==> src/fcp_pkg.sv <==
// Constants and types for the flash card host pin logic.
// Assumes a single 50 MHz clock and pins already synchronous to it.
//
// What this block does
// - Card modes take eleven-bit address, A10 MSB
// - IDE mode decodes low three address bits
// - Memory mode drives both battery outputs high
// - I/O mode holds audio output high
// - Card-detect outputs always low
// - Active-low selects plus A0 pick access width
// - IDE: high select alternate regs, low others
// - IDE strap grounded master, open slave
// - Sixteen-bit data, even byte low lane
// - I/O mode acknowledge low on answered read
// - Acknowledge unused in memory and IDE
// - Read strobe ignored in memory mode
// - I/O mode status-change signals config changes
// - IDE exchanges diagnostic and presence signals
// - Memory mode: attribute select high task file, low attribute
package fcp_pkg;
	// ***************************************************
	// Widths
	// ***************************************************
	localparam int ADDR_W     = 11;
	localparam int DATA_W     = 16;
	localparam int IDE_ADDR_W = 3;
	localparam int BYTE_W     = 8;
	localparam logic [1:0] MODE_RST = 2'h0;

	// ***************************************************
	// Types
	// ***************************************************
	typedef enum logic [1:0] {
		FCP_MEM, FCP_IO, FCP_IDE
	} fcp_mode_type;

	typedef enum logic [2:0] {
		FCP_ACC_NONE, FCP_ACC_WORD, FCP_ACC_EVEN, FCP_ACC_ODD,
		FCP_ACC_ODD_HI
	} fcp_acc_type;

	// Select/A0 to access kind, used by decoder and lane mux
	function automatic fcp_acc_type fcp_acc(input logic ce_lo_n,
		input logic ce_hi_n, input logic a0);
		if (ce_lo_n && ce_hi_n)
			return FCP_ACC_NONE;
		else if (!ce_lo_n && !ce_hi_n)
			return FCP_ACC_WORD;
		else if (!ce_lo_n)
			return a0 ? FCP_ACC_ODD : FCP_ACC_EVEN;
		else
			return FCP_ACC_ODD_HI;
	endfunction
endpackage

==> src/fcp_addr_dec.sv <==
// Address and select decoder for the card pin logic.
// Combinational; the top module registers mode but feeds select and address pins raw.
module fcp_addr_dec
	import fcp_pkg::*;
(
	// Mode and selects
	input  wire fcp_mode_type         mode_in,
	input  wire logic                 ce_lo_n_in,
	input  wire logic                 ce_hi_n_in,
	input  wire logic                 attr_n_in,
	input  wire logic [ADDR_W-1:0]    addr_in,
	// Decoded
	output wire logic [ADDR_W-1:0]    eff_addr_out,
	output wire fcp_acc_type          acc_out,
	output wire logic                 attr_sel_out,
	output wire logic                 ide_alt_sel_out,
	output wire logic                 ide_tf_sel_out
);
	wire logic is_ide = (mode_in == FCP_IDE);

	// IDE keeps only the low bits; host grounds the rest anyway
	assign eff_addr_out = is_ide ?
		{{(ADDR_W-IDE_ADDR_W){1'b0}}, addr_in[IDE_ADDR_W-1:0]} :
		addr_in;
	assign acc_out = fcp_acc(ce_lo_n_in, ce_hi_n_in, addr_in[0]);
	// Attribute space only in memory mode with select low
	assign attr_sel_out = (mode_in == FCP_MEM) && !attr_n_in;
	assign ide_alt_sel_out = is_ide && !ce_hi_n_in;
	assign ide_tf_sel_out  = is_ide && !ce_lo_n_in;
endmodule

==> src/fcp_lane_mux.sv <==
// Byte lane steering for read data onto the card data bus.
// Assumes a 16-bit internal read word, even byte low.
module fcp_lane_mux
	import fcp_pkg::*;
(
	// Access and data
	input  wire fcp_acc_type          acc_in,
	input  wire logic [DATA_W-1:0]    rd_word_in,
	// Pin side
	output wire logic [DATA_W-1:0]    pin_data_out,
	output wire logic                 pin_oe_out
);
	wire logic [BYTE_W-1:0] even_b = rd_word_in[BYTE_W-1:0];
	wire logic [BYTE_W-1:0] odd_b  = rd_word_in[DATA_W-1:BYTE_W];

	// Odd byte with only low select comes out on the low lane
	assign pin_data_out =
		(acc_in == FCP_ACC_WORD)   ? rd_word_in :
		(acc_in == FCP_ACC_EVEN)   ? {8'h00, even_b} :
		(acc_in == FCP_ACC_ODD)    ? {8'h00, odd_b} :
		(acc_in == FCP_ACC_ODD_HI) ? {odd_b, 8'h00} :
		16'h0000;
	assign pin_oe_out = (acc_in != FCP_ACC_NONE);
endmodule

==> src/fcp_pin_logic.sv <==
// Top of the card host pin logic: mode, selects, strobes, status pins.
// Assumes the host side pins are synchronous to clk_in; the internal
// register file sits elsewhere and supplies read data and status.
module fcp_pin_logic
	import fcp_pkg::*;
(
	// Clock and reset
	input  wire logic                 clk_in,
	input  wire logic                 rst_in,
	// Host address and control
	input  wire logic [ADDR_W-1:0]    addr_in,
	input  wire logic                 card_select_low_n_in,
	input  wire logic                 card_select_high_n_in,
	input  wire logic                 attr_select_n_in,
	input  wire logic                 io_read_strobe_n_in,
	input  wire logic                 ide_mode_select_n_in,
	input  wire logic                 primary_secondary_select_n_in,
	// Internal side
	input  wire logic                 io_configured_in,
	input  wire logic                 io_addr_valid_in,
	input  wire logic                 config_changed_in,
	input  wire logic [DATA_W-1:0]    rd_word_in,
	input  wire logic                 own_diag_pass_in,
	input  wire logic                 own_active_in,
	// Two-way handshake pins, input halves
	input  wire logic                 pass_diagnostic_n_in,
	input  wire logic                 drive_active_secondary_present_n_in,
	// Data bus
	output logic [DATA_W-1:0]         data_out,
	output logic [DATA_W-1:0]         data_oe_out,
	// Status pins (shared pin 46 / 45 roles)
	output logic                      battery_status_one_out,
	output logic                      battery_status_one_oe_out,
	output logic                      battery_status_two_out,
	output logic                      battery_status_two_oe_out,
	// Fixed and acknowledge outputs
	output logic                      card_detect_one_n_out,
	output logic                      card_detect_two_n_out,
	output logic                      input_acknowledge_n_out,
	// Internal decode results
	output logic                      is_master_out,
	output logic                      other_drive_present_out,
	output logic                      other_diag_passed_out,
	output logic                      attr_access_out,
	output logic                      ide_alt_sel_out,
	output logic                      ide_tf_sel_out,
	output logic                      task_read_out,
	output logic [ADDR_W-1:0]         eff_addr_out
);
	// ***************************************************
	// Mode selection
	// ***************************************************
	fcp_mode_type mode_ff;
	fcp_mode_type nxt_mode;
	logic         strap_done_ff;

	// Mode is IDE when mode select grounded, otherwise I/O once configured
	assign nxt_mode = !ide_mode_select_n_in ? FCP_IDE :
		(io_configured_in ? FCP_IO : FCP_MEM);

	always_ff @(posedge clk_in or posedge rst_in) begin
		if (rst_in) begin
			mode_ff <= fcp_mode_type'(MODE_RST);
		end else begin
			mode_ff <= nxt_mode;
		end
	end

	// Master/slave strap caught once after reset release; the strap
	// means nothing outside IDE mode, so the card reads as slave there
	always_ff @(posedge clk_in or posedge rst_in) begin
		if (rst_in) begin
			strap_done_ff <= 1'b0;
			is_master_out <= 1'b0;
		end else if (!strap_done_ff) begin
			strap_done_ff <= 1'b1;
			is_master_out <= !ide_mode_select_n_in &&
				!primary_secondary_select_n_in;
		end
	end

	// ***************************************************
	// Decode
	// ***************************************************
	wire logic [ADDR_W-1:0] dec_addr;
	fcp_acc_type            dec_acc;
	wire logic              dec_attr;
	wire logic              dec_alt;
	wire logic              dec_tf;

	fcp_addr_dec u_dec (
		.mode_in         (mode_ff),
		.ce_lo_n_in      (card_select_low_n_in),
		.ce_hi_n_in      (card_select_high_n_in),
		.attr_n_in       (attr_select_n_in),
		.addr_in         (addr_in),
		.eff_addr_out    (dec_addr),
		.acc_out         (dec_acc),
		.attr_sel_out    (dec_attr),
		.ide_alt_sel_out (dec_alt),
		.ide_tf_sel_out  (dec_tf)
	);

	// Strobe honoured only outside memory mode and once configured
	wire logic selected = (dec_acc != FCP_ACC_NONE);
	wire logic rd_ok = (mode_ff != FCP_MEM) && io_configured_in &&
		selected && !io_read_strobe_n_in;
	wire logic ack_now = (mode_ff == FCP_IO) && rd_ok &&
		io_addr_valid_in;

	// ***************************************************
	// Data lanes
	// ***************************************************
	wire logic [DATA_W-1:0] lane_data;
	wire logic              lane_oe;
	fcp_acc_type            lane_acc;

	// Lanes only open for an honoured read
	assign lane_acc = rd_ok ? dec_acc : FCP_ACC_NONE;

	fcp_lane_mux u_lane (
		.acc_in       (lane_acc),
		.rd_word_in   (rd_word_in),
		.pin_data_out (lane_data),
		.pin_oe_out   (lane_oe)
	);

	// Registered pin drive; bus floats when nothing is read
	always_ff @(posedge clk_in or posedge rst_in) begin
		if (rst_in) begin
			data_out    <= 16'h0000;
			data_oe_out <= 16'h0000;
		end else begin
			data_out    <= lane_data;
			data_oe_out <= {DATA_W{lane_oe}};
		end
	end

	// ***************************************************
	// Status and handshake pins
	// ***************************************************
	logic nxt_p46;
	logic nxt_p45;

	// Pin 46: battery in memory, status change in I/O, diag in IDE
	assign nxt_p46 = (mode_ff == FCP_MEM) ? 1'b1 :
		(mode_ff == FCP_IO) ? !config_changed_in :
		!own_diag_pass_in;
	// Pin 45: battery, audio held high, or drive active
	assign nxt_p45 = (mode_ff == FCP_MEM) ? 1'b1 :
		(mode_ff == FCP_IO) ? 1'b1 :
		!own_active_in;

	always_ff @(posedge clk_in or posedge rst_in) begin
		if (rst_in) begin
			battery_status_one_out    <= 1'b1;
			battery_status_one_oe_out <= 1'b0;
			battery_status_two_out    <= 1'b1;
			battery_status_two_oe_out <= 1'b0;
		end else begin
			battery_status_one_out    <= nxt_p46;
			// Open-drain style in IDE: drive only the low level
			battery_status_one_oe_out <= (mode_ff != FCP_IDE) || !nxt_p46;
			battery_status_two_out    <= nxt_p45;
			battery_status_two_oe_out <= (mode_ff != FCP_IDE) || !nxt_p45;
		end
	end

	// Detect pins tied low; acknowledge and sampled handshakes
	always_ff @(posedge clk_in or posedge rst_in) begin
		if (rst_in) begin
			card_detect_one_n_out   <= 1'b0;
			card_detect_two_n_out   <= 1'b0;
			input_acknowledge_n_out <= 1'b1;
			other_diag_passed_out   <= 1'b0;
			other_drive_present_out <= 1'b0;
		end else begin
			card_detect_one_n_out   <= 1'b0;
			card_detect_two_n_out   <= 1'b0;
			input_acknowledge_n_out <= !ack_now;
			other_diag_passed_out   <= (mode_ff == FCP_IDE) &&
				!pass_diagnostic_n_in;
			other_drive_present_out <= (mode_ff == FCP_IDE) &&
				!drive_active_secondary_present_n_in;
		end
	end

	// ***************************************************
	// Decoded access outputs
	// ***************************************************
	always_ff @(posedge clk_in or posedge rst_in) begin
		if (rst_in) begin
			attr_access_out <= 1'b0;
			ide_alt_sel_out <= 1'b0;
			ide_tf_sel_out  <= 1'b0;
			task_read_out   <= 1'b0;
			eff_addr_out    <= 11'h000;
		end else begin
			attr_access_out <= dec_attr && selected;
			ide_alt_sel_out <= dec_alt;
			ide_tf_sel_out  <= dec_tf;
			task_read_out   <= rd_ok;
			eff_addr_out    <= dec_addr;
		end
	end
endmodule

==> config.mk <==
export PLATFORM = sky130hd
export DESIGN_NAME = fcp_pin_logic
export DESIGN_NICKNAME = d
export VERILOG_FILES = /design/src/fcp_pkg.sv /design/src/fcp_addr_dec.sv /design/src/fcp_lane_mux.sv /design/src/fcp_pin_logic.sv
export SDC_FILE = /design/constraint.sdc
export NUM_CORES = 1
export LEC_CHECK = 0
export BUFFER_PORTS_ARGS = -buffer_cell sky130_fd_sc_hd__buf_2
export CORE_ASPECT_RATIO = 1.75
export CORE_MARGIN = 2
export CORE_UTILIZATION = 47
export DETAILED_ROUTE_END_ITERATION = 16
export PLACE_DENSITY = 0.84
export SYNTH_ARGS = -nofsm -noshare
export SYNTH_HDL_FRONTEND = slang
export SYNTH_HIERARCHICAL = 1
export SYNTH_SLANG_ARGS = --single-unit
==> constraint.sdc <==
create_clock -name clk_in -period 4.2 [get_ports clk_in]
set_clock_uncertainty 0.05 [all_clocks]
set_input_delay 0.84 -clock clk_in [delete_from_list [all_inputs] [get_ports clk_in]]
set_output_delay 0.84 -clock clk_in [all_outputs]
set_load 0.02 [all_outputs]
==> impl_metrics.toml, run 1 <==
[status]
status = "complete, no violations"

[timing]
max_freq_mhz = 488
hold_viol_final = 0
hold_ws_ns = 0.409
slew_violations = 0
tns_ns = 0
finalSetupViolations = 0
period_minus_slack_ns = 2.05
rsz0062_at_grt = "false"
max_slew.worst_pin.slew_ns = 0.624
relSlewSlack_pct = 58.4
fin_crit_sh_pct = 48.8

[clock_tree]
numClockSinks = 43
cts_repair_resize_count = 0
cts_tree = "yes"
htreeDepth = 2
cts_hold_buffers = 0
root_buffer = "clkbuf_8"
path_clk_slew_ns = 0.07
cts_inserted_buffers = 5
post_cts_buffers = 0
clk_latency_ns = 0.28
cts_buffer_depth = 2

[critical_path]
r2r_end = "data_out[0]$_DFF_PP0_"
setup.worst_path.start = "io_read_strobe_n_in"
endpoint_kind = "flip-flop"
crit_type = "in2reg"
r2r_start = "mode_ff[1]$_DFF_PP0_"
path_cells = "buf_2, and2b_1, and3b_1, xnor2_2, o21ai_1"
cp_data_arrival_time_ns = 2.15
r2r_cells = 4
critPathMaxStageDelay_ns = 0.58
critPathMaxFanout = 18
r2r_setup_slack_ns = 2.33
start_kind = "primary input"
required_ns = 4.31
slowest_stage = "and3b_1"

[routing]
drt_iter0_markers = 12
wire_per_inst_um = 13.2
num_vias = 1287
dr.pass1.iters = 4
remaining_drc_errors = 0
avgViaCountPerCell = 4.75
ant_nets = 0
wirelength_mm = 3.59

[floorplan]
dieHeight_um = 85.2
die_area_mm2 = 0.00429
initial_core_util_pct = 48.8
die_x_um = 50.4
rows = 29
core_mm2 = 0.00363
pin_count = 99

[power_and_ir_drop]
p_sw_share_pct = 25.0
p_switching_uw = 210
comb_power_share_pct = 14.5
irDropWorstVdd_mv = 0.373
finalPower_uw = 840
power_frac_seq_pct = 52.6
power.density_mw_per_mm2 = 376
p_leak_nw = 1.23
clock_power_share_pct = 33.0
p_int_uw = 630

[synth]
seq_area_frac_synth_pct = 61.0
syn_avg_cell_area_um2 = 12.3
yosysWarnings = 6
synthCells = 144
synth_area_mm2 = 0.00177
synth.distinct_cells = 25
synth_seq_cells = 43

[hold_path]
hold_path.class = "reg2reg"
hold_start = "strap_done_ff$_DFF_PP0_"
worstHoldEndpoint = "is_master_out$_DFFE_PP0N_"
whs_path_depth = 1

[finish]
largest_reg_flops = 16
final_common_cell = "buf_2"
utilization_pct = 61.6
layout_common_cells = "buf_2, dfrtp_1, nor3b_1, nand2b_1, nand4b_1"
top_regs = "data_out (16), eff_addr_out (11), mode_ff (2)"
final.fill_count = 342
n_antenna_cell = 0
areaGrowthSynthToFinish_pct = 26.3
drive_above_1_share_pct = 49.3
multiInputGateArea_um2 = 499
top_register = "data_out"
design_area_mm2 = 0.00224
seqCellArea_mm2 = 0.00108
final_nets = 266

[global_routing]
grt_pass1_vias = 1257
grt_use_total_pct = 17.9
grt_first_pass_wirelength_mm = 5.60
grt_max_degree = 34
globalRouteOverflowTotal = 0
antenna_found_initial = 0

[place]
place_area_mm2 = 0.00214
dpl.hpwl_mm = 2.81
gp_congestion = 0.683
io_buffers = 96

[job]
drv_cap = 0
==> power by group through the flow <==
stage | clock, mW | sequential (mW) | combinational, mW
after detailed placement | 0 | 0.450 | 0.123
after global routing | 0.301 | 0.444 | 0.133
after global placement | 0 | 0.449 | 0.121
after floorplan | 0 | 0.472 | 0.0628
after CTS | 0.287 | 0.442 | 0.123
final | 0.277 | 0.441 | 0.122
==> cell type report <==
type,count,share of cell area (%)
inverters,3,0.504
flip-flops and latches,43,48.3
clock buffers,8,4.48
well taps,46,2.57
repair buffers,97,21.8
multi-input cells,74,22.3
==> cells in the mapped netlist <==
cell type	count	area [µm²]
or3_1	1	6.26
conb_1	2	7.51
inv_1	3	11.3
buf_6	1	11.3
buf_2	3	15.0
nor3b_1	9	67.6
o21ai_1	8	40.0
nor3_1	2	10.0
nand2b_1	9	56.3
o31ai_1	1	7.51
nand4b_1	9	78.8
buf_4	21	158
and2_1	8	50.1
nand2_1	2	7.51
nand2b_4	1	13.8
or2_1	2	12.5
dfrtp_1	40	1000
a21oi_1	2	10.0
xnor2_2	2	32.5
nor2b_1	4	25.0
and2_4	1	8.76
and3b_1	4	35.0
nor2_1	5	18.8
dfstp_2	3	78.8
and2b_1	1	7.51
==> worst max-delay path: cells and delay by family <==
| kind | cells | cell delay, ns |
|---|---|---|
| AOI/OAI and AO/OA | 1 | 0.13 |
| xor gates and xnor gates | 1 | 0.27 |
| and+or+nand+nor | 2 | 0.82 |
| buffers and inverters | 1 | 0.09 |
==> through the flow <==
step	cells	setup WS, ns
global placement	263	1.94
global route	271	2.01
detailed placement	263	1.87
CTS	271	2.17
finish	271	2.15
floorplan	145	2.22
==> how the worst max path moves through the flow <==
stage	end	slack, ns	depth (start not counted)
CTS	data_out[0]$_DFF_PP0_	2.17	5
finish	data_out[0]$_DFF_PP0_	2.15	5
floorplan	data_oe_out[0]$_DFF_PP0_	2.22	5
global route	data_out[10]$_DFF_PP0_	2.01	5
global placement	data_out[5]$_DFF_PP0_	1.94	5
detailed placement	data_out[0]$_DFF_PP0_	1.87	5
==> metal layers <==
layer	GRT usage, %	vias to the layer above	part of all wire, %
li1	-	608	-
met1	17.4	611	33
met2	33.6	64	57
met3	5.11	4	8.2
met4	8.11	0	1.8
met5	0	-	0
==> logic make-up (layout without fill, tap and decap cells) <==
kind of cell | Yosys count | in the layout | synth area share (%)
buf+inv | 28 | 108 | 11.0
xor+xnor | 2 | 2 | 1.84
simple gates | 58 | 58 | 22.5
compound gates | 11 | 11 | 3.25
flops | 43 | 43 | 61.0
other cells | 2 | 3 | 0.424
Note: power is estimated with default switching activity, not from simulation.
==> run 2: changes to the inputs <==
--- a/config.mk
+++ b/config.mk
@@ -8,9 +8,9 @@
 export BUFFER_PORTS_ARGS = -buffer_cell sky130_fd_sc_hd__buf_2
 export CORE_ASPECT_RATIO = 1.75
 export CORE_MARGIN = 2
-export CORE_UTILIZATION = 47
+export CORE_UTILIZATION = 43
 export DETAILED_ROUTE_END_ITERATION = 16
-export PLACE_DENSITY = 0.84
+export PLACE_DENSITY = 0.78
 export SYNTH_ARGS = -nofsm -noshare
 export SYNTH_HDL_FRONTEND = slang
 export SYNTH_HIERARCHICAL = 1
==> constraint.sdc (replaced) <==
create_clock -name clk_in -period 2.1 [get_ports clk_in]
set_clock_uncertainty 0.05 [all_clocks]
set_input_delay 0.42 -clock clk_in [delete_from_list [all_inputs] [get_ports clk_in]]
set_output_delay 0.42 -clock clk_in [all_outputs]
set_load 0.02 [all_outputs]
==> run 2 against run 1 <==
Net effect:
- cell area up 0.39%
- total power increased by 96%
- routed wire length is 1.9% lower
- highest routed layer unchanged
- sequential share of layout area decreased by 0.19 points
- register-to-register slack lost 1.9 ns
- setup slack got worse by 1.7 ns
- via count shrank 0.47%
==> impl_metrics.toml, run 2 (synthesis results as in run 1) <==
[status]
status = "complete, no violations"

[job]
drv_cap = 0

[clock_tree]
htreeDepth = 2
cts_buffer_depth = 2
cts_inserted_buffers = 5
numClockSinks = 43
root_buffer = "clkbuf_8"
post_cts_buffers = 0
clk_latency_ns = 0.28
cts_hold_buffers = 0
cts_tree = "yes"
cts_repair_resize_count = 0
path_clk_slew_ns = 0.08

[routing]
dr.pass1.iters = 4
wirelength_mm = 3.52
num_vias = 1281
wire_per_inst_um = 12.8
ant_nets = 0
avgViaCountPerCell = 4.66
remaining_drc_errors = 0
drt_iter0_markers = 7

[timing]
finalSetupViolations = 0
rsz0062_at_grt = "false"
period_minus_slack_ns = 1.68
tns_ns = 0
relSlewSlack_pct = 65.1
setup_slack_ns = 0.420
fin_crit_sh_pct = 80.0
hold_viol_final = 0
max_slew.worst_pin.slew_ns = 0.523
slew_violations = 0
max_freq_mhz = 595

[finish]
layout_common_cells = "buf_2, dfrtp_1, nor3b_1, nand2b_1, nand4b_1"
seqCellArea_mm2 = 0.00108
top_register = "data_out"
largest_reg_flops = 16
final.fill_count = 384
areaGrowthSynthToFinish_pct = 26.8
final_common_cell = "buf_2"
drive_above_1_share_pct = 49.8
multiInputGateArea_um2 = 499
top_regs = "data_out (16), eff_addr_out (11), mode_ff (2)"
final_nets = 268
n_antenna_cell = 0
utilization_pct = 57.5
design_area_mm2 = 0.00224

[critical_path]
cp_data_arrival_time_ns = 1.79
endpoint_kind = "flip-flop"
r2r_start = "mode_ff[0]$_DFF_PP0_"
required_ns = 2.21
critPathMaxFanout = 18
start_kind = "flip-flop"
crit_type = "reg2reg"
setup.worst_path.start = "mode_ff[0]$_DFF_PP0_"

[place]
place_area_mm2 = 0.00215
dpl.hpwl_mm = 2.76
dp_slack_ns = 0.226
io_buffers = 96
gp_congestion = 0.696

[hold_path]
hold_path.class = "in2reg"
hold_start = "addr_in[2]"

[power_and_ir_drop]
p_int_mw = 1.23
comb_power_share_pct = 15.1
power.density_mw_per_mm2 = 733
clock_power_share_pct = 31.4
p_leak_nw = 1.23
irDropWorstVdd_mv = 0.564
p_switching_uw = 418
finalPower_mw = 1.64
p_sw_share_pct = 25.4
power_frac_seq_pct = 53.5

[floorplan]
pin_count = 99
initial_core_util_pct = 45.4
core_mm2 = 0.00390
die_x_um = 52.5
dieHeight_um = 88.9
rows = 30
die_area_mm2 = 0.00467

[global_routing]
grt_first_pass_wirelength_mm = 5.42
globalRouteOverflowTotal = 0
grt_max_degree = 44
grt_pass1_vias = 1223
antenna_found_initial = 0
grt_use_total_pct = 16.0
-- run 2: cell count changes in the layout (fill, tap and decap cells not counted), sizes merged --
| cell | delta |
|---|---|
| clkbuf | -1 |
| clkinv | +1 |
| buf | +2 |
-- run 2: power by group through the flow --
stage	clock, mW	combinational [mW]	sequential, mW
5_1_grt	0.562	0.271	0.885
3_5_place_dp	0	0.252	0.896
2_1_floorplan	0	0.126	0.945
6_report	0.517	0.248	0.880
4_1_cts	0.536	0.252	0.880
3_3_place_gp	0	0.247	0.896
-- run 2: through the flow --
stage / std cells / hold slack [ns]
finish: 275 / 0.184
global route: 275 / 0.166
detailed placement: 267 / 0.395
CTS: 275 / 0.173
floorplan: 145 / 0.372
global placement: 267 / 0.394
-- run 2: area by class of cell --
class / instances / share of cell area (%)
Sequential cell: 43 / 48.1
Timing Repair Buffer: 99 / 22.4
Multi-Input combinational cell: 74 / 22.2
Clock buffer: 7 / 3.85
Tap cell: 48 / 2.68
Inverter: 3 / 0.502
Clock inverter: 1 / 0.223
-- run 2: path summary, 6_finish.rpt --
path                            depth (start not counted)                          endpoint  slack [ns]
worst max-delay path                                    4            data_out[11]$_DFF_PP0_        0.42
worst min-delay path                                    1         eff_addr_out[2]$_DFF_PP0_        0.18
worst max register to register                          4            data_out[11]$_DFF_PP0_        0.42
worst min register to register                          1         is_master_out$_DFFE_PP0N_        0.40
max in group asynchronous                               3  battery_status_one_out$_DFF_PP1_        1.42
min in group asynchronous                               3         eff_addr_out[2]$_DFF_PP0_        0.20
-- run 2: per-layer routing --
layer	GRT usage (%)	share of wire (%)	vias up
li1	-	-	610
met1	16.7	34	601
met2	28.5	54	65
met3	5.74	11	5
met4	6.29	1.1	0
met5	0	0	-
-- run 2: worst max-delay path, cell delays in order, from the launching register on --
cell	delay (ns)
dfrtp_1	0.43
nor2_1	0.19
and3b_1	0.37
xnor2_2	0.42
nor3b_1	0.10
==> run 3: changes to the inputs <==
--- a/config.mk
+++ b/config.mk
@@ -8,9 +8,9 @@
 export BUFFER_PORTS_ARGS = -buffer_cell sky130_fd_sc_hd__buf_2
 export CORE_ASPECT_RATIO = 1.75
 export CORE_MARGIN = 2
-export CORE_UTILIZATION = 43
+export CORE_UTILIZATION = 39
 export DETAILED_ROUTE_END_ITERATION = 16
-export PLACE_DENSITY = 0.78
+export PLACE_DENSITY = 0.75
 export SYNTH_ARGS = -nofsm -noshare
 export SYNTH_HDL_FRONTEND = slang
 export SYNTH_HIERARCHICAL = 1
==> constraint.sdc (replaced) <==
create_clock -name clk_in -period 1.5 [get_ports clk_in]
set_clock_uncertainty 0.05 [all_clocks]
set_input_delay 0.3 -clock clk_in [delete_from_list [all_inputs] [get_ports clk_in]]
set_output_delay 0.3 -clock clk_in [all_outputs]
set_load 0.02 [all_outputs]
==> run 3 against run 2 <==
Net effect:
- sequential cell count unchanged
- setup slack got worse by 0.38 ns
- routed wire length is 3.5% higher
- clock-buffer cell count unchanged
- cell count rose by 4.7%
- largest cell class unchanged
- largest power group unchanged
- highest routed layer unchanged
==> impl_metrics.toml, run 3 (synthesis results as in run 1) <==
[clock_tree]
numClockSinks = 43
root_buffer = "clkbuf_8"
path_clk_slew_ns = 0.07
cts_tree = "yes"
cts_buffer_depth = 2
clk_latency_ns = 0.29
cts_inserted_buffers = 5
htreeDepth = 2

[timing]
max_freq_mhz = 685
setup_slack_ns = 0.0398
slew_violations = 0
fin_crit_sh_pct = 97.3
rsz0062_at_grt = "true"
tns_ns = 0
period_minus_slack_ns = 1.46
finalSetupViolations = 0
hold_viol_final = 0

[floorplan]
die_x_um = 54.9
pin_count = 99
rows = 32
die_area_mm2 = 0.00512
initial_core_util_pct = 40.2
core_mm2 = 0.00440
dieHeight_um = 93.1

[finish]
layout_common_cells = "buf_2, dfrtp_1, buf_4"
areaGrowthSynthToFinish_pct = 33.4
drive_above_1_share_pct = 54.4
seqCellArea_mm2 = 0.00108
multiInputGateArea_um2 = 538
final.fill_count = 430
design_area_mm2 = 0.00236
utilization_pct = 53.6
top_register = "data_out"
final_nets = 278
top_regs = "data_out (16), eff_addr_out (11), mode_ff (2)"
n_antenna_cell = 0
final_common_cell = "buf_2"
largest_reg_flops = 16

[critical_path]
cp_data_arrival_time_ns = 1.58
path_cells = "nor2_4, and3b_2, buf_6, or3_1"
crit_type = "reg2reg"
required_ns = 1.62
path_buf_inv = 1
critPathMaxStageDelay_ns = 0.42
slowest_stage = "dfrtp_2"
crit_family = "simple AND/OR/NAND/NOR gates"
endpoint_kind = "flip-flop"
critPathMaxFanout = 12
start_kind = "flip-flop"

[routing]
num_vias = 1313
drt_iter0_markers = 14
ant_nets = 0
remaining_drc_errors = 0
wirelength_mm = 3.64
avgViaCountPerCell = 4.56
wire_per_inst_um = 12.6
dr.pass1.iters = 4

[place]
dp_slack_ns = -0.0651
io_buffers = 96
place_area_mm2 = 0.00221
gp_congestion = 0.704
dpl.hpwl_mm = 2.82

[global_routing]
antenna_found_initial = 0
globalRouteOverflowTotal = 0
grt_use_total_pct = 15.7
grt_pass1_vias = 1267
grt_max_degree = 25
grt_first_pass_wirelength_mm = 5.62

[power_and_ir_drop]
finalPower_mw = 2.29
power.density_mw_per_mm2 = 971
irDropWorstVdd_mv = 0.571
p_leak_nw = 1.28

[job]
drv_cap = 0

[status]
status = "complete, no violations"

[hold_path]
hold_path.class = "in2reg"
==> run 3: cell types whose count changed in the layout (fill, tap and decap cells not counted), sizes merged <==
cell         delta
clkinv          -1
buf             +9
inv             +1
dlygate4sd3     +1
==> run 3: path summary, 6_finish.rpt <==
path                       depth (start not counted)                    start                          endpoint  slack (ns)
min reg2reg                                        1  strap_done_ff$_DFF_PP0_         is_master_out$_DFFE_PP0N_        0.40
max reg2reg                                        4     mode_ff[1]$_DFF_PP0_          data_oe_out[0]$_DFF_PP0_        0.04
min in group asynchronous                          4                   rst_in             data_out[8]$_DFF_PP0_        0.53
max in group asynchronous                          4                   rst_in  battery_status_two_out$_DFF_PP1_        0.56
max                                                4     mode_ff[1]$_DFF_PP0_          data_oe_out[0]$_DFF_PP0_        0.04
min                                                1               addr_in[1]         eff_addr_out[1]$_DFF_PP0_        0.06
==> run 3: per-layer routing <==
metal | vias up | GRT usage [%] | routed length, µm
li1 | 630 | - | -
met1 | 609 | 15.4 | 1180
met2 | 67 | 27.3 | 2020
met3 | 7 | 5.43 | 360
met4 | 0 | 7.93 | 85
met5 | - | 0 | 0
==> run 3: repair_timing <==
action | 4_1_cts | 5_1_grt
setup endpoints to repair | 17 | 33
gates resized for setup | 1 | 8
endpoints found under the hold margin | 28 | 0
setup buffers | 0 | 2
hold buffers | 1 | 0
pin swaps | 0 | 2
cloned | 0 | 0
==> run 3: area by class of cell <==
type	instances	area share, %
clock inverters	1	0.212
flip-flops and latches	43	45.8
clock buffers	7	3.23
well taps	51	2.70
multi-input cells	74	22.8
inverters	3	0.477
repair buffers	109	24.7
==> run 3: worst register-to-register path: stages (launching register included) <==
cell,delay (ns)
dfrtp_2,0.42
nor2_4,0.13
and3b_2,0.28
buf_6,0.15
or3_1,0.31
==> run 3: report_power, final <==
group	switching, mW	internal, mW	leakage [nW]
combinational	0.220	0.151	0.693
sequential	0.0189	1.21	0.548
clock	0.362	0.327	0.0422
==> run 3: stage by stage <==
| step | hold slack, ns | std cells |
|---|---|---|
| 6_report | 0.0617 | 288 |
| 3_5_place_dp | 0.295 | 277 |
| 5_1_grt | 0.0390 | 288 |
| 3_3_place_gp | 0.289 | 277 |
| 4_1_cts | 0.0477 | 286 |
| 2_1_floorplan | 0.293 | 145 |
